File: config.mk
export PLATFORM = sky130hd
export DESIGN_NAME = usb_ps2_status_clock_regs
export DESIGN_NICKNAME = d
export VERILOG_FILES = /design/src/design/sticky_flag_bank.v /design/src/design/usb_ps2_status_clock_regs.v
export VERILOG_INCLUDE_DIRS = /design/src /design/src/design
export SDC_FILE = /design/constraint.sdc
export NUM_CORES = 1
export LEC_CHECK = 0
export BUFFER_PORTS_ARGS = -buffer_cell sky130_fd_sc_hd__buf_2
export CAP_MARGIN = 25
export CELL_PAD_IN_SITES_DETAIL_PLACEMENT = 1
export CELL_PAD_IN_SITES_GLOBAL_PLACEMENT = 2
export CORE_ASPECT_RATIO = 1.25
export CORE_UTILIZATION = 28
export DETAILED_ROUTE_END_ITERATION = 10
export PLACE_DENSITY = 0.78
export SLEW_MARGIN = 20
export SYNTH_ARGS = -nofsm -noshare
export SYNTH_HDL_FRONTEND = slang
export SYNTH_SLANG_ARGS = --single-unit
File: constraint.sdc
create_clock -name clk -period 2.3 [get_ports clk]
set_input_delay 0.23 -clock clk [delete_from_list [all_inputs] [get_ports clk]]
set_output_delay 0.23 -clock clk [all_outputs]
set_load 0.03 [all_outputs]
File: src/design/usb_ps2_status_clock_regs.vh
`ifndef USB_PS2_STATUS_CLOCK_REGS_VH
`define USB_PS2_STATUS_CLOCK_REGS_VH

// register indices; the byte address is four times the index
`define IDX_EP_STATUS 8'h1D
`define IDX_CLK_CTRL 8'h1E
`define IDX_TBL_HIGH 8'h1F
`define IDX_IRQ_STATUS 8'h20
`define IDX_IRQ_MASK 8'h21

// endpoint request status fields
`define EP_FLAG_LSB 0
`define EP_FLAG_W 4
`define EP_THREE_BIT 3
`define SEL_KBD_BIT 4
`define SEL_SERIAL_BIT 5
`define USB_MARK_BIT 7

// system clock control fields
`define OSC_DRIVE_BIT 1
`define ENG_CLK_BIT 3
`define DEEP_SUSP_BIT 4
`define KBD_MARK_BIT 5
`define SYS_FREQ_BIT 6
`define LOW_BATT_BIT 7

// table read high pointer field
`define TBL_HIGH_W 5

// interrupt status and mask fields
`define IRQ_W 6
`define IRQ_EXT_BIT 4
`define IRQ_BATT_BIT 5

// reset values
`define RST_BIT 1'h0
`define RST_EP_FLAGS 4'h0
`define RST_TBL_HIGH 5'h00
`define RST_IRQ 6'h00
`define RST_BYTE 8'h00
`define RST_WORD 32'h0000_0000

// bus answers
`define RESP_OKAY 2'h0
`define RESP_SLVERR 2'h2

`endif

File: src/design/sticky_flag_bank.v
`timescale 1ns/1ns
// row of hardware-set flags; a set in the same cycle as a clear wins
module sticky_flag_bank #(
    parameter WIDTH = 4,
    parameter CLEAR_ON_ONE = 0 // 0: writing zero clears, 1: writing one clears
) (
    input wire clk,
    input wire rst,
    input wire syncClear,
    input wire [WIDTH-1:0] setPulse,
    input wire writeEn,
    input wire [WIDTH-1:0] writeData,
    output wire [WIDTH-1:0] flags
);

    reg [WIDTH-1:0] flag_q; // the flags themselves

    genvar i;
    generate
        for (i = 0; i < WIDTH; i = i + 1) begin : gFlag
            // which write value means clear depends on the register style
            wire clearHit = writeEn & (CLEAR_ON_ONE ? writeData[i] : ~writeData[i]);

            // set is tested first so no event is lost during a clear
            always @(posedge clk or posedge rst) begin
                if (rst) begin
                    flag_q[i] <= 1'b0;
                end else if (setPulse[i]) begin
                    flag_q[i] <= 1'b1;
                end else if (clearHit || syncClear) begin
                    flag_q[i] <= 1'b0;
                end
            end
        end
    endgenerate

    assign flags = flag_q;

endmodule // sticky_flag_bank

File: src/design/usb_ps2_status_clock_regs.v
// The implementer's own choice: the AXI4-Lite slave port.
`timescale 1ns/1ns
`include "usb_ps2_status_clock_regs.vh"

// Notes on behaviour
// endpoint access sets flag, raises enabled interrupt
// firmware clears flag after servicing endpoint
// bits 0..2 set on endpoint 0..2
// bit 3 endpoint 3 flag, next after clear
// bit 4 selects keyboard bus, resets zero
// bit 5 selects serial bus, resets zero
// bit 7 usb marker, power-on reset only
// clock bit 3 gates engine clock
// clock bit 4 deep suspend, never in usb
// clock bit 5 keyboard marker, power-on only
// clock bit 6 tells engine system frequency
// clock bit 7 read-only low battery
// clock bit 1 selects oscillator drive strength
// table high pointer holds address bits 12..8
// hardware set beats firmware clear
module usb_ps2_status_clock_regs #(
    parameter ADDR_W = 10
) (
    input wire clk,
    input wire rst,
    input wire softRst,
    // axi4-lite slave
    input wire [ADDR_W-1:0] s_axi_awaddr,
    input wire s_axi_awvalid,
    output wire s_axi_awready,
    input wire [31:0] s_axi_wdata,
    input wire [3:0] s_axi_wstrb,
    input wire s_axi_wvalid,
    output wire s_axi_wready,
    output wire [1:0] s_axi_bresp,
    output wire s_axi_bvalid,
    input wire s_axi_bready,
    input wire [ADDR_W-1:0] s_axi_araddr,
    input wire s_axi_arvalid,
    output wire s_axi_arready,
    output wire [31:0] s_axi_rdata,
    output wire [1:0] s_axi_rresp,
    output wire s_axi_rvalid,
    input wire s_axi_rready,
    // interface engine side
    input wire [3:0] epAccess,
    input wire externalEvent,
    input wire usbIntEnable,
    input wire stackFull,
    input wire lowBattery,
    output wire usbIrq,
    output wire ep3Ready,
    output wire selectKeyboardBus,
    output wire selectSerialBus,
    output wire engineClockEnable,
    output wire deepSuspend,
    output wire oscHighDrive,
    output wire sysFreqSixMhz,
    output wire [4:0] tableAddrHigh,
    output wire irq
);

    // write channel holding registers
    reg awHeld_q; // write address taken, not yet used
    reg [ADDR_W-1:0] awAddr_q; // captured write address
    reg wHeld_q; // write data taken, not yet used
    reg [31:0] wData_q; // captured write data
    reg [3:0] wStrb_q; // captured byte enables
    reg bValid_q; // write answer pending
    reg [1:0] bResp_q; // write answer code
    // read channel registers
    reg rValid_q; // read answer pending
    reg [31:0] rData_q; // read data
    reg [1:0] rResp_q; // read answer code

    // register contents
    reg selKbd_q; // keyboard bus select
    reg selSerial_q; // serial bus select
    reg usbMark_q; // firmware usb mode marker
    reg oscDrive_q; // oscillator high drive when set
    reg engClk_q; // interface engine clock on
    reg deepSusp_q; // second suspend mode
    reg kbdMark_q; // firmware keyboard mode marker
    reg sysFreq_q; // one for 6 MHz, zero for 12 MHz
    reg [`TBL_HIGH_W-1:0] tblHigh_q; // table read address bits 12..8
    reg [`IRQ_W-1:0] irqMask_q; // interrupt mask
    reg lowBattPrev_q; // last sampled battery level

    wire [`EP_FLAG_W-1:0] epFlags; // endpoint request flags
    wire [`IRQ_W-1:0] irqStatus; // sticky interrupt status

    // write decode: fires once both halves of the write are held
    wire doWrite = awHeld_q & wHeld_q & ~bValid_q;
    wire [7:0] wrIdx = awAddr_q[9:2];
    wire wrLane = wStrb_q[0]; // all fields sit in byte lane zero
    wire wrEp = doWrite & wrLane & (wrIdx == `IDX_EP_STATUS);
    wire wrClk = doWrite & wrLane & (wrIdx == `IDX_CLK_CTRL);
    wire wrTbl = doWrite & wrLane & (wrIdx == `IDX_TBL_HIGH);
    wire wrIrqSt = doWrite & wrLane & (wrIdx == `IDX_IRQ_STATUS);
    wire wrIrqMk = doWrite & wrLane & (wrIdx == `IDX_IRQ_MASK);
    wire wrHit = (wrIdx == `IDX_EP_STATUS) | (wrIdx == `IDX_CLK_CTRL) |
        (wrIdx == `IDX_TBL_HIGH) | (wrIdx == `IDX_IRQ_STATUS) | (wrIdx == `IDX_IRQ_MASK);

    // handshakes: one outstanding write and one outstanding read
    assign s_axi_awready = ~awHeld_q & ~bValid_q;
    assign s_axi_wready = ~wHeld_q & ~bValid_q;
    assign s_axi_bvalid = bValid_q;
    assign s_axi_bresp = bResp_q;
    assign s_axi_arready = ~rValid_q;
    assign s_axi_rvalid = rValid_q;
    assign s_axi_rdata = rData_q;
    assign s_axi_rresp = rResp_q;

    // write channel: address and data may arrive in either order
    always @(posedge clk or posedge rst) begin
        if (rst) begin
            awHeld_q <= `RST_BIT;
            awAddr_q <= {ADDR_W{1'b0}};
            wHeld_q <= `RST_BIT;
            wData_q <= `RST_WORD;
            wStrb_q <= 4'h0;
            bValid_q <= `RST_BIT;
            bResp_q <= `RESP_OKAY;
        end else begin
            if (s_axi_awvalid && s_axi_awready) begin
                awHeld_q <= 1'b1;
                awAddr_q <= s_axi_awaddr;
            end
            if (s_axi_wvalid && s_axi_wready) begin
                wHeld_q <= 1'b1;
                wData_q <= s_axi_wdata;
                wStrb_q <= s_axi_wstrb;
            end
            if (doWrite) begin
                // unmapped addresses take no effect and answer with an error
                awHeld_q <= 1'b0;
                wHeld_q <= 1'b0;
                bValid_q <= 1'b1;
                bResp_q <= wrHit ? `RESP_OKAY : `RESP_SLVERR;
            end else if (bValid_q && s_axi_bready) begin
                bValid_q <= 1'b0;
            end
        end
    end

    // read mux, sampled at the edge the address is taken
    reg [7:0] rdByte; // selected register value
    reg rdHit; // address maps to a register
    always @* begin
        rdByte = `RST_BYTE;
        rdHit = 1'b1;
        case (s_axi_araddr[9:2])
            `IDX_EP_STATUS: begin
                // bit 6 is reserved and reads zero
                rdByte = {usbMark_q, 1'b0, selSerial_q, selKbd_q, epFlags};
            end
            `IDX_CLK_CTRL: begin
                // bits 0 and 2 are reserved and read zero
                rdByte = {lowBattery, sysFreq_q, kbdMark_q, deepSusp_q, engClk_q,
                    1'b0, oscDrive_q, 1'b0};
            end
            `IDX_TBL_HIGH: begin
                rdByte = {3'h0, tblHigh_q};
            end
            `IDX_IRQ_STATUS: begin
                rdByte = {2'h0, irqStatus};
            end
            `IDX_IRQ_MASK: begin
                rdByte = {2'h0, irqMask_q};
            end
            default: begin
                rdHit = 1'b0;
            end
        endcase
    end

    // read channel: answer on the cycle after the address is taken
    always @(posedge clk or posedge rst) begin
        if (rst) begin
            rValid_q <= `RST_BIT;
            rData_q <= `RST_WORD;
            rResp_q <= `RESP_OKAY;
        end else if (s_axi_arvalid && s_axi_arready) begin
            rValid_q <= 1'b1;
            rData_q <= {24'h00_0000, rdByte};
            rResp_q <= rdHit ? `RESP_OKAY : `RESP_SLVERR;
        end else if (rValid_q && s_axi_rready) begin
            rValid_q <= 1'b0;
        end
    end

    // endpoint flags: engine sets, firmware writes zero to clear
    // each flag keeps its set until firmware or a soft reset clears it
    sticky_flag_bank #(
        .WIDTH(`EP_FLAG_W),
        .CLEAR_ON_ONE(0)
    ) epBank (
        .clk(clk),
        .rst(rst),
        .syncClear(softRst),
        .setPulse(epAccess),
        .writeEn(wrEp),
        .writeData(wData_q[`EP_FLAG_LSB +: `EP_FLAG_W]),
        .flags(epFlags)
    );

    // endpoint 3 takes no new event until firmware has cleared it
    assign ep3Ready = ~epFlags[`EP_THREE_BIT];

    // usb interrupt only while enabled and the call stack has room
    assign usbIrq = (|epFlags) & usbIntEnable & ~stackFull;

    // bus selects and markers; markers survive a non power-on reset
    always @(posedge clk or posedge rst) begin
        if (rst) begin
            selKbd_q <= `RST_BIT;
            selSerial_q <= `RST_BIT;
            usbMark_q <= `RST_BIT;
            kbdMark_q <= `RST_BIT;
        end else begin
            if (softRst) begin
                selKbd_q <= `RST_BIT;
                selSerial_q <= `RST_BIT;
            end else if (wrEp) begin
                selKbd_q <= wData_q[`SEL_KBD_BIT];
                selSerial_q <= wData_q[`SEL_SERIAL_BIT];
            end
            // markers ignore the soft reset on purpose
            if (wrEp) begin
                usbMark_q <= wData_q[`USB_MARK_BIT];
            end
            if (wrClk) begin
                kbdMark_q <= wData_q[`KBD_MARK_BIT];
            end
        end
    end

    // clock control and table pointer
    always @(posedge clk or posedge rst) begin
        if (rst) begin
            oscDrive_q <= `RST_BIT;
            engClk_q <= `RST_BIT;
            deepSusp_q <= `RST_BIT;
            sysFreq_q <= `RST_BIT;
            tblHigh_q <= `RST_TBL_HIGH;
        end else if (softRst) begin
            oscDrive_q <= `RST_BIT;
            engClk_q <= `RST_BIT;
            deepSusp_q <= `RST_BIT;
            sysFreq_q <= `RST_BIT;
            tblHigh_q <= `RST_TBL_HIGH;
        end else begin
            if (wrClk) begin
                oscDrive_q <= wData_q[`OSC_DRIVE_BIT];
                engClk_q <= wData_q[`ENG_CLK_BIT];
                sysFreq_q <= wData_q[`SYS_FREQ_BIT];
                // refused while the serial bus is selected, and cleared on the first edge after the serial bus is selected
                deepSusp_q <= wData_q[`DEEP_SUSP_BIT] & ~selSerial_q;
            end else if (selSerial_q) begin
                deepSusp_q <= 1'b0;
            end
            if (wrTbl) begin
                tblHigh_q <= wData_q[`TBL_HIGH_W-1:0];
            end
        end
    end

    assign selectKeyboardBus = selKbd_q;
    assign selectSerialBus = selSerial_q;
    assign engineClockEnable = engClk_q;
    assign deepSuspend = deepSusp_q;
    assign oscHighDrive = oscDrive_q;
    assign sysFreqSixMhz = sysFreq_q;
    assign tableAddrHigh = tblHigh_q;

    // battery edge detector; the input is already synchronous
    always @(posedge clk or posedge rst) begin
        if (rst) begin
            lowBattPrev_q <= `RST_BIT;
        end else begin
            lowBattPrev_q <= lowBattery;
        end
    end

    // interrupt events: endpoint accesses, external request, battery going low
    wire [`IRQ_W-1:0] irqEvents = {lowBattery & ~lowBattPrev_q, externalEvent, epAccess};

    // sticky status, cleared by writing one
    sticky_flag_bank #(
        .WIDTH(`IRQ_W),
        .CLEAR_ON_ONE(1)
    ) irqBank (
        .clk(clk),
        .rst(rst),
        .syncClear(softRst),
        .setPulse(irqEvents),
        .writeEn(wrIrqSt),
        .writeData(wData_q[`IRQ_W-1:0]),
        .flags(irqStatus)
    );

    // mask register, one enables the matching status bit
    always @(posedge clk or posedge rst) begin
        if (rst) begin
            irqMask_q <= `RST_IRQ;
        end else if (softRst) begin
            irqMask_q <= `RST_IRQ;
        end else if (wrIrqMk) begin
            irqMask_q <= wData_q[`IRQ_W-1:0];
        end
    end

    // level interrupt while any unmasked status bit stands
    assign irq = |(irqStatus & irqMask_q);

endmodule // usb_ps2_status_clock_regs

# Word level (Yosys, flattened, before mapping)
# Index checks and enable logic that the tools add are counted.
# Widths: inputs -> output; s select.
dict set report classes {
  n_mux 49
  reduce_logical 37
  n_mul 0
  magnitude_cmp 0
  n_addsub 0
  n_eq_ne 10
  shift 0
  bitwise_logic 41
  div 0
}
# cell count
set ops {}
lappend ops {{$eq 8x5->1 const B} 6}
lappend ops {{$mux 1} 42}
lappend ops {{$pmux 8 s5} 1}
lappend ops {{$reduce_bool 2->1} 18}
lappend ops {{$eq 8x6->1 const B} 4}
lappend ops {{$and 1x1->1} 24}
lappend ops {{$mux 6} 2}
lappend ops {{$not 1->1} 12}
lappend ops {{$logic_or 1x1->1} 10}
lappend ops {{$mux 5} 2}
lappend ops {{$and 6x6->6} 1}
lappend ops {{$reduce_or 6->1} 1}
lappend ops {{$logic_and 1x1->1} 5}
lappend ops {{$reduce_or 5->1} 1}
lappend ops {{$mux 2} 2}
lappend ops {{$or 1x1->1} 4}
lappend ops {{$reduce_or 4->1} 1}
lappend ops {{$reduce_bool 3->1} 1}
dict set report totals {
  output_inout_bits 55
  n_memories 0
  input_bits 72
  romBits 0
  ff_bits 65
  latch_bits 0
  mem_bits_rw 0
}

# Depth between registers and ports, before layout
# Gate-level depths: netlist of run 1.
dict set report logic_depth {
  ltp_word 8
  depth_mapped 6
}

# Hierarchy
# From an unflattened synthesis of run 1, not the netlist that was laid out.
dict set report unflattened {
  cells_unflattened 265
  hier_area_um2 3001.6
}
# module area_per_inst_um2 cells_each n_inst seq_area_each_um2
set modules_own_cells {}
lappend modules_own_cells {usb_ps2_status_clock_regs 2601.2 231 1 1276.2}
lappend modules_own_cells {{sticky_flag_bank at irqBank} 232.7 20 1 150.1}
lappend modules_own_cells {{sticky_flag_bank at epBank} 167.7 14 1 100.1}

# Worst setup path after synthesis of run 1
# OpenSTA, ideal clock, no wires.
dict set report synth_timing {
  path_type {register to register}
  from {reg bValid_q, in the netlist s_axi_bvalid}
  to {reg awAddr_q[2]}
  setup_ps 125
  n_path_buf 1
  t_arrival_ps 1838
  stages_incl_launch_ff 5
  required_time_ps 2175
  slack_ps 337
  path_cell_list {dfrtp_1 nor2_1 and2_1 clkbuf_1 mux2_2}
}
dict set report synth_between {
  elab_chain_cells 3
}
# item line_no
set synth_rtl {}
lappend synth_rtl {{from (decl)} usb_ps2_status_clock_regs.v:69} ;# reg bValid_q;
lappend synth_rtl {{from (signal assigned)} usb_ps2_status_clock_regs.v:122} ;# bValid_q <= `RST_BIT;
lappend synth_rtl {{$not 1->1} usb_ps2_status_clock_regs.v:105} ;# assign s_axi_awready = ~awHeld_q & ~bValid_q;
lappend synth_rtl {{$and 1x1->1} usb_ps2_status_clock_regs.v:105}
lappend synth_rtl {{via s_axi_awready} usb_ps2_status_clock_regs.v:30} ;# output wire s_axi_awready,
lappend synth_rtl {{$logic_and 1x1->1} usb_ps2_status_clock_regs.v:125} ;# if (s_axi_awvalid && s_axi_awready) begin
lappend synth_rtl {{to (signal assigned)} usb_ps2_status_clock_regs.v:118} ;# awAddr_q <= {ADDR_W{1'b0}};
lappend synth_rtl {{to (signal assigned)} usb_ps2_status_clock_regs.v:127} ;# awAddr_q <= s_axi_awaddr;
lappend synth_rtl {{to (decl)} usb_ps2_status_clock_regs.v:65} ;# reg [ADDR_W-1:0] awAddr_q;
# The timed path passes the listed nets, and every way through them passes these cells.
# A chain may end at the register's enable or synchronous reset.

# Final worst setup path of run 1
dict set report layout_timing {
  from {reg bValid_q, in the netlist s_axi_bvalid}
  to {reg epBank.flag_q[3], in the netlist epBank.flags[3]}
}
dict set report layout_between {
  elab_chain_cells 7
}
# item line_no
set layout_rtl {}
lappend layout_rtl {{$not 1->1} usb_ps2_status_clock_regs.v:93} ;# wire doWrite = awHeld_q & wHeld_q & ~bValid_q;
lappend layout_rtl {{$and 1x1->1} usb_ps2_status_clock_regs.v:93}
lappend layout_rtl {{$and 1x1->1 (2 in a row)} usb_ps2_status_clock_regs.v:96} ;# wire wrEp = doWrite & wrLane & (wrIdx == `IDX_EP_STATUS);
lappend layout_rtl {{$and 1x1->1} sticky_flag_bank.v:22} ;# wire clearHit = writeEn & (CLEAR_ON_ONE ? writeData[i] : ~writeData[i]);
lappend layout_rtl {{$logic_or 1x1->1} sticky_flag_bank.v:30} ;# end else if (clearHit || syncClear) begin
lappend layout_rtl {{$reduce_bool 2->1 (no source line)} -}
lappend layout_rtl {{to (signal, indexed assignment)} sticky_flag_bank.v:27} ;# flag_q[i] <= 1'b0;
lappend layout_rtl {{to (signal, indexed assignment)} sticky_flag_bank.v:29} ;# flag_q[i] <= 1'b1;
lappend layout_rtl {{to (signal, indexed assignment)} sticky_flag_bank.v:31} ;# flag_q[i] <= 1'b0;
lappend layout_rtl {{to (decl)} sticky_flag_bank.v:16} ;# reg [WIDTH-1:0] flag_q;
# No other way between the ends.

==> results.sh, run 1 <==
export IMPL_first_iter_violations=133
export IMPL_crit_family="simple AND/OR/NAND/NOR gates"
export IMPL_leakage_uw=0.00172
export IMPL_finalSetupTns_ns=0
export IMPL_diodes=0
export IMPL_dieArea_mm2=0.0117
export IMPL_powerDensity_mw_per_mm2=960
export IMPL_period_share_pct=79.8
export IMPL_nets=457
export IMPL_avgSynthCellArea_um2=10.1
export IMPL_die_h_um=120
export IMPL_drc_errors=0
export IMPL_critPathKind="reg -> reg"
export IMPL_die_w_um=96.8
export IMPL_hold_viol=0
export IMPL_fin_ws_ns=0.465
export IMPL_cts_htree_levels=3
export IMPL_cts_setup_buffers=0
export IMPL_synth_xor_area_share_pct=0
export IMPL_hold_depth=1
export IMPL_ys_types=49
export IMPL_crit_buf_inv=0
export IMPL_hold_ws_ns=0.0502
export IMPL_grt_pass1_vias=2632
export IMPL_synth_compound_area_share_pct=15.7
export IMPL_grt_pass1_wl_um=14200
export IMPL_vias_per_cell=5.06
export IMPL_rsz0062_at_grt="false"
export IMPL_synthArstFlopShare_pct=100
export IMPL_report_final_slew_viol_count=0
export IMPL_min_from="lowBattery"
export IMPL_wl_per_cell_um=16.7
export IMPL_ys_ff_latch=61
export IMPL_port_buffers=69
export IMPL_worst_r2r_setup_slack_ns=0.47
export IMPL_max_cap_violations=0
export IMPL_dpl_hpwl_um=6600
export IMPL_cts_buffers=9
export IMPL_synth_area_top_cells="dfrtp_1 49%, mux2_2 7.9%, buf_4 6.4%, nand3_1 4.1%, o21ai_0 4.0%"
export IMPL_yosysMostFrequentCell="dfrtp_1"
export IMPL_yosysTopAreaCell="dfrtp_1"
export IMPL_worstPathArrival_ns=2.03
export IMPL_min_to="lowBattPrev_q"
export IMPL_place_gp_congestion=0.799
export IMPL_setup_viol=0
export IMPL_cp_end_kind="flop"
export IMPL_grt_use_total_pct=15.8
export IMPL_cp_slowest_stage_delay_ns=0.44
export IMPL_antenna_found_initial=0
export IMPL_clk_path_buf_depth=2
export IMPL_synth_edf_count=0
export IMPL_fin_total_pwr_uw=3700
export IMPL_rows=42
export IMPL_clock_latency_ns=0.33
export IMPL_dr_pass1_iters=4
export IMPL_start_util_pct=29.2
export IMPL_synth_top_family_by_area="simple AND/OR/NAND/NOR gates"
export IMPL_required_ns=2.50
export IMPL_grt_overflow=0
export IMPL_syn_inst=311
export IMPL_cts_tree="yes"
export IMPL_io_pins=127
export IMPL_synthFlopType="dfrtp_1"
export IMPL_layout_min_cycle_time_ns=1.83
export IMPL_status="complete, no violations"
export IMPL_clock_skew_ns=0.00414
export IMPL_reg2reg_from="s_axi_bvalid"
export IMPL_coreArea_mm2=0.0108
export IMPL_fmax_ghz=0.545
export IMPL_timing_rr_end="epBank.flags[3]"
export IMPL_yosysWarnings=0
export IMPL_drive_above_1_share_pct=32.6
export IMPL_yosys_area_share_adder_pct=0
export IMPL_fin_util_pct=35.8
export IMPL_clkTransAtPathRegs_ns=0.05
export IMPL_syn_area_mm2=0.00314
export IMPL_synth_top_area_share_pct=48.5
export IMPL_worstMarginPinSlew_ns=0.570
export IMPL_synthTopCellsByCount="61 x dfrtp_1, 27 x buf_4, 26 x nand3_1"
export IMPL_yosys_area_share_simple_pct=18.4
export IMPL_drtAntennaViolNets=0
export IMPL_vias=2642
export IMPL_pre_cts_ws_ns=0.458
export IMPL_ff2ff_path_depth=4
export IMPL_crit_chain="and3b_1 -> nand4_1 -> o311ai_0 -> nand2b_1"
export IMPL_cts_sinks=61
export IMPL_cp_max_fo=7
export IMPL_wl_um=8690
export IMPL_slew_headroom_pct=61.9
export IMPL_grt_start_max_net_pins=40
export IMPL_synth_mux_area_share_pct=7.88
export IMPL_vdd_ir_drop_worst_uv=596
export IMPL_start_kind="flop"
export IMPL_slowest_stage="o311ai_0"
export IMPL_area_delta_synth_final_pct=22.8
export IMPL_ys_seq_area_share_pct=48.5
export IMPL_clockRootBuffer="clkbuf_16"
export IMPL_hold_path_class="in -> reg"
[logic make-up (layout without fill, tap and decap cells)]
kind of cell           count (synthesis)  after routing
AND/OR/NAND/NOR                      100            100
flip-flops                            61             61
buffers and inverters                 49            103
other                                  1             26
multiplexers                          22             22
AO/OA/AOI/OAI                         78             78
[per-stage QoR]
step,area (um2),std cells
global route,3860,522
finish,3860,522
floorplan,3240,336
CTS,3860,522
detailed placement,3560,505
global placement,3560,505
[state kept, by name, indices dropped and copies added, names as in the netlist, 4 cells and up]
signal	flops
awAddr_q	8
s_axi_rdata	8
wData_q	8
irqBank.flags	6
irqMask_q	6
tableAddrHigh	5
epBank.flags	4
[placed cells by master (no fill, tap or decap), types with 4 or more instances in the layout]
cell type  count
nand3_1       26
buf_4          6
mux2_2        22
clkbuf_16      9
nor2_1         8
nand2_1       19
conb_1        26
a21oi_1       18
dfrtp_1       61
nand2b_1       8
a211oi_1       4
a31o_2         5
o311ai_0       4
and2_1         4
buf_2         69
a22oi_1        6
nor2b_1        5
o21ai_0       25
nand4_1        4
inv_1          9
clkinv_2       4
[routing by layer]
| layer | track usage, % | wire length (um) |
|---|---|---|
| met3 | 3.64 | 341 |
| met2 | 27.3 | 4540 |
| met4 | 6.25 | 140 |
| met5 | 0 | 0 |
| met1 | 19.0 | 3670 |
[how the worst max path moves through the flow]
stage	endpoint	depth (start not counted)	slack, ns	start
final	epBank.flags[3]	4	0.47	s_axi_bvalid
after global routing	epBank.flags[3]	4	0.26	s_axi_bvalid
after CTS	epBank.flags[3]	4	0.44	s_axi_bvalid
after detailed placement	usbMark_q	4	0.46	s_axi_bvalid
after global placement	usbMark_q	4	0.49	s_axi_bvalid
after floorplan	awAddr_q[2]	4	0.34	s_axi_bvalid
[repair_timing]
| action | CTS | global route |
|---|---|---|
| hold endpoints to repair | 22 | 0 |
| resized for setup | 0 | 0 |
| hold buffers | 1 | 0 |
[layout make-up]
| class | count | area, um2 |
|---|---|---|
| repair buffers | 77 | 420 |
| multi-input cells | 226 | 1420 |
| inverters | 10 | 37.5 |
| well taps | 132 | 165 |
| flip-flops and latches | 61 | 1530 |
| clock buffers | 11 | 243 |
| fillers | 1253 | 6910 |
| clock inverters | 5 | 50.0 |
[worst reg2reg max path: cells and delay by family, from the launching register on]
kind            cells  cell delay [ns]
compound gates      1             0.44
flops               1             0.42
simple gates        3             0.86
[power by group]
part | internal, uW | leakage [uW] | switching, uW
Clock | 859 | 0.000149 | 467
Sequential | 1290 | 0.000767 | 228
Combinational | 344 | 0.000809 | 519
(Power assumes the default switching activity.)
==> run 2, diff against run 1 <==
CORE_UTILIZATION = 26   (was 28)
PLACE_DENSITY = 0.76   (was 0.78)
clock period = 1.5 ns   (was 2.3 ns; I/O delays follow)
==> run 2 against run 1 <==
Net effect: die area increased by 7.6%; flip-flop and latch count unchanged; critical path depth increased by 2; clock-buffer cell count increased by 2; clock power increased by 87%; wire length increased by 6.5%; register-to-register slack got worse by 0.45 ns; hold slack got worse by 0.036 ns; via count increased by 1.7%; critical path type unchanged; combinational power increased by 110%; largest cell class is now multi-input gates; critical endpoint is now deepSuspend; cell count increased by 10%; global-route usage decreased by 0.23 points.
==> results.sh, run 2 (synthesis gave the netlist of run 1 again) <==
export IMPL_clockPowerShare_pct=37.3
export IMPL_grt_overflow=0
export IMPL_dieArea_mm2=0.0125
export IMPL_cp_max_fo=4
export IMPL_drc_errors=0
export IMPL_place_area_mm2=0.00383
export IMPL_worstPathArrival_ns=1.74
export IMPL_slowest_stage="dfrtp_1"
export IMPL_grt_pass1_wl_um=14800
export IMPL_drtAntennaViolNets=0
export IMPL_final_common_cell="buf_2"
export IMPL_fin_util_pct=37.2
export IMPL_rsz0062_at_grt="true"
export IMPL_intPower_uw=4570
export IMPL_p_sw_uw=2110
export IMPL_nets=481
export IMPL_period_share_pct=99.1
export IMPL_setup_viol=0
export IMPL_coreArea_mm2=0.0117
export IMPL_area_delta_synth_final_pct=38.9
export IMPL_dr_pass1_iters=5
export IMPL_io_pins=127
export IMPL_port_buffers=69
export IMPL_antenna_found_initial=0
export IMPL_grt_use_total_pct=15.6
export IMPL_hold_path_class="in -> reg"
export IMPL_vias_per_cell=4.67
export IMPL_required_ns=1.75
export IMPL_rows=44
export IMPL_max_cap_violations=0
export IMPL_status="complete, no violations"
export IMPL_hold_ws_ns=0.0143
export IMPL_finalInstanceArea_mm2=0.00437
export IMPL_clock_latency_ns=0.33
export IMPL_cp_startpoint="awAddr_q[7]"
export IMPL_cp_slowest_stage_delay_ns=0.38
export IMPL_die_w_um=100
export IMPL_cts_sinks=61
export IMPL_leakage_uw=0.00191
export IMPL_clockRootBuffer="clkbuf_16"
export IMPL_diodes=0
export IMPL_seqPwrFrac_pct=35.7
export IMPL_min_from="externalEvent"
export IMPL_wl_per_cell_um=16.1
export IMPL_dpl_hpwl_um=6960
export IMPL_cts_htree_levels=3
export IMPL_crit_chain="buf_6 -> nand4b_1 -> nor3_4 -> buf_4 -> nand3_2 -> a211oi_2"
export IMPL_die_h_um=125
export IMPL_fmax_ghz=0.673
export IMPL_critPathKind="reg -> reg"
export IMPL_reg2reg_from="awAddr_q[7]"
export IMPL_cp_end_kind="flop"
export IMPL_start_kind="flop"
export IMPL_place_gp_congestion=0.789
export IMPL_drive_above_1_share_pct=42.0
export IMPL_hold_viol=0
export IMPL_cts_tree="yes"
export IMPL_clk_path_buf_depth=2
export IMPL_first_iter_violations=103
export IMPL_wl_um=9260
export IMPL_vdd_ir_drop_worst_uv=714
export IMPL_layout_common_cells="69 x buf_2, 60 x dfrtp_1, 26 x conb_1"
export IMPL_vias=2687
export IMPL_grt_start_max_net_pins=44
export IMPL_start_util_pct=26.8
export IMPL_clkTransAtPathRegs_ns=0.05
export IMPL_powerDensity_mw_per_mm2=1530
export IMPL_clock_skew_ns=0.00347
export IMPL_layout_min_cycle_time_ns=1.49
export IMPL_report_final_slew_viol_count=0
export IMPL_swShare_pct=31.6
export IMPL_comb_power_share_pct=27.0
export IMPL_grt_pass1_vias=2772
export IMPL_cts_buffers=9
-- run 2: cell type report --
type	count	area (um2)
fill	1351	7360
multi-input combinational	226	1570
sequential	61	1530
timing repair buffer	101	671
clock buffer	13	270
tap	161	201
clock inverter	3	90.1
inverter	10	41.3
-- run 2: final timing paths --
| check | endpoint | slack (ns) | cells past startpoint |
|---|---|---|---|
| setup / recovery | deepSuspend | 0.01 | 6 |
| hold / removal | irqBank.flags[4] | 0.01 | 2 |
| setup reg to reg | deepSuspend | 0.01 | 6 |
| hold reg to reg | irqBank.flags[5] | 0.42 | 1 |
| max in group asynchronous | s_axi_rdata[2] | 0.55 | 4 |
| min in group asynchronous | wData_q[1] | 0.38 | 3 |
-- run 2: critical path: cells and delay by family (launching register included) --
| family | cells | cell delay (ns) |
|---|---|---|
| compound gates | 1 | 0.18 |
| buf+inv | 2 | 0.28 |
| flops | 1 | 0.38 |
| simple gates | 3 | 0.57 |
-- run 2: stage by stage --
stage                     setup TNS [ns]  power, uW  setup slack, ns  cells
after floorplan                    -1.55       3370           -0.145    336
after global placement                 0       3990          0.00270    553
after detailed placement          -0.150       4050          -0.0725    553
after CTS                              0       6630          0.00694    572
after global routing              -0.959       7000          -0.0834    575
final                                  0       6680           0.0133    575
-- run 2: power groups by stage --
stage | registers [uW] | clock network [uW] | logic [uW]
global route | 2440 | 2610 | 1950
floorplan | 2320 | 0 | 1050
global placement | 2350 | 0 | 1640
CTS | 2360 | 2540 | 1730
finish | 2390 | 2490 | 1800
detailed placement | 2370 | 0 | 1680
-- run 2: metal layers --
metal / wire (um) / GRT usage [%]
met1: 3750 / 18.1
met2: 4980 / 27.4
met3: 381 / 3.97
met4: 150 / 5.37
met5: 0 / 0
-- run 2: what timing repair did --
| item | 4_1_cts | 5_1_grt |
|---|---|---|
| hold endpoints to repair | 20 | 0 |
| gates resized for setup | 6 | 19 |
| hold buffers | 3 | 0 |
| pin swaps | 1 | 8 |
| setup buffers | 0 | 3 |
| setup endpoints to repair | 9 | 22 |
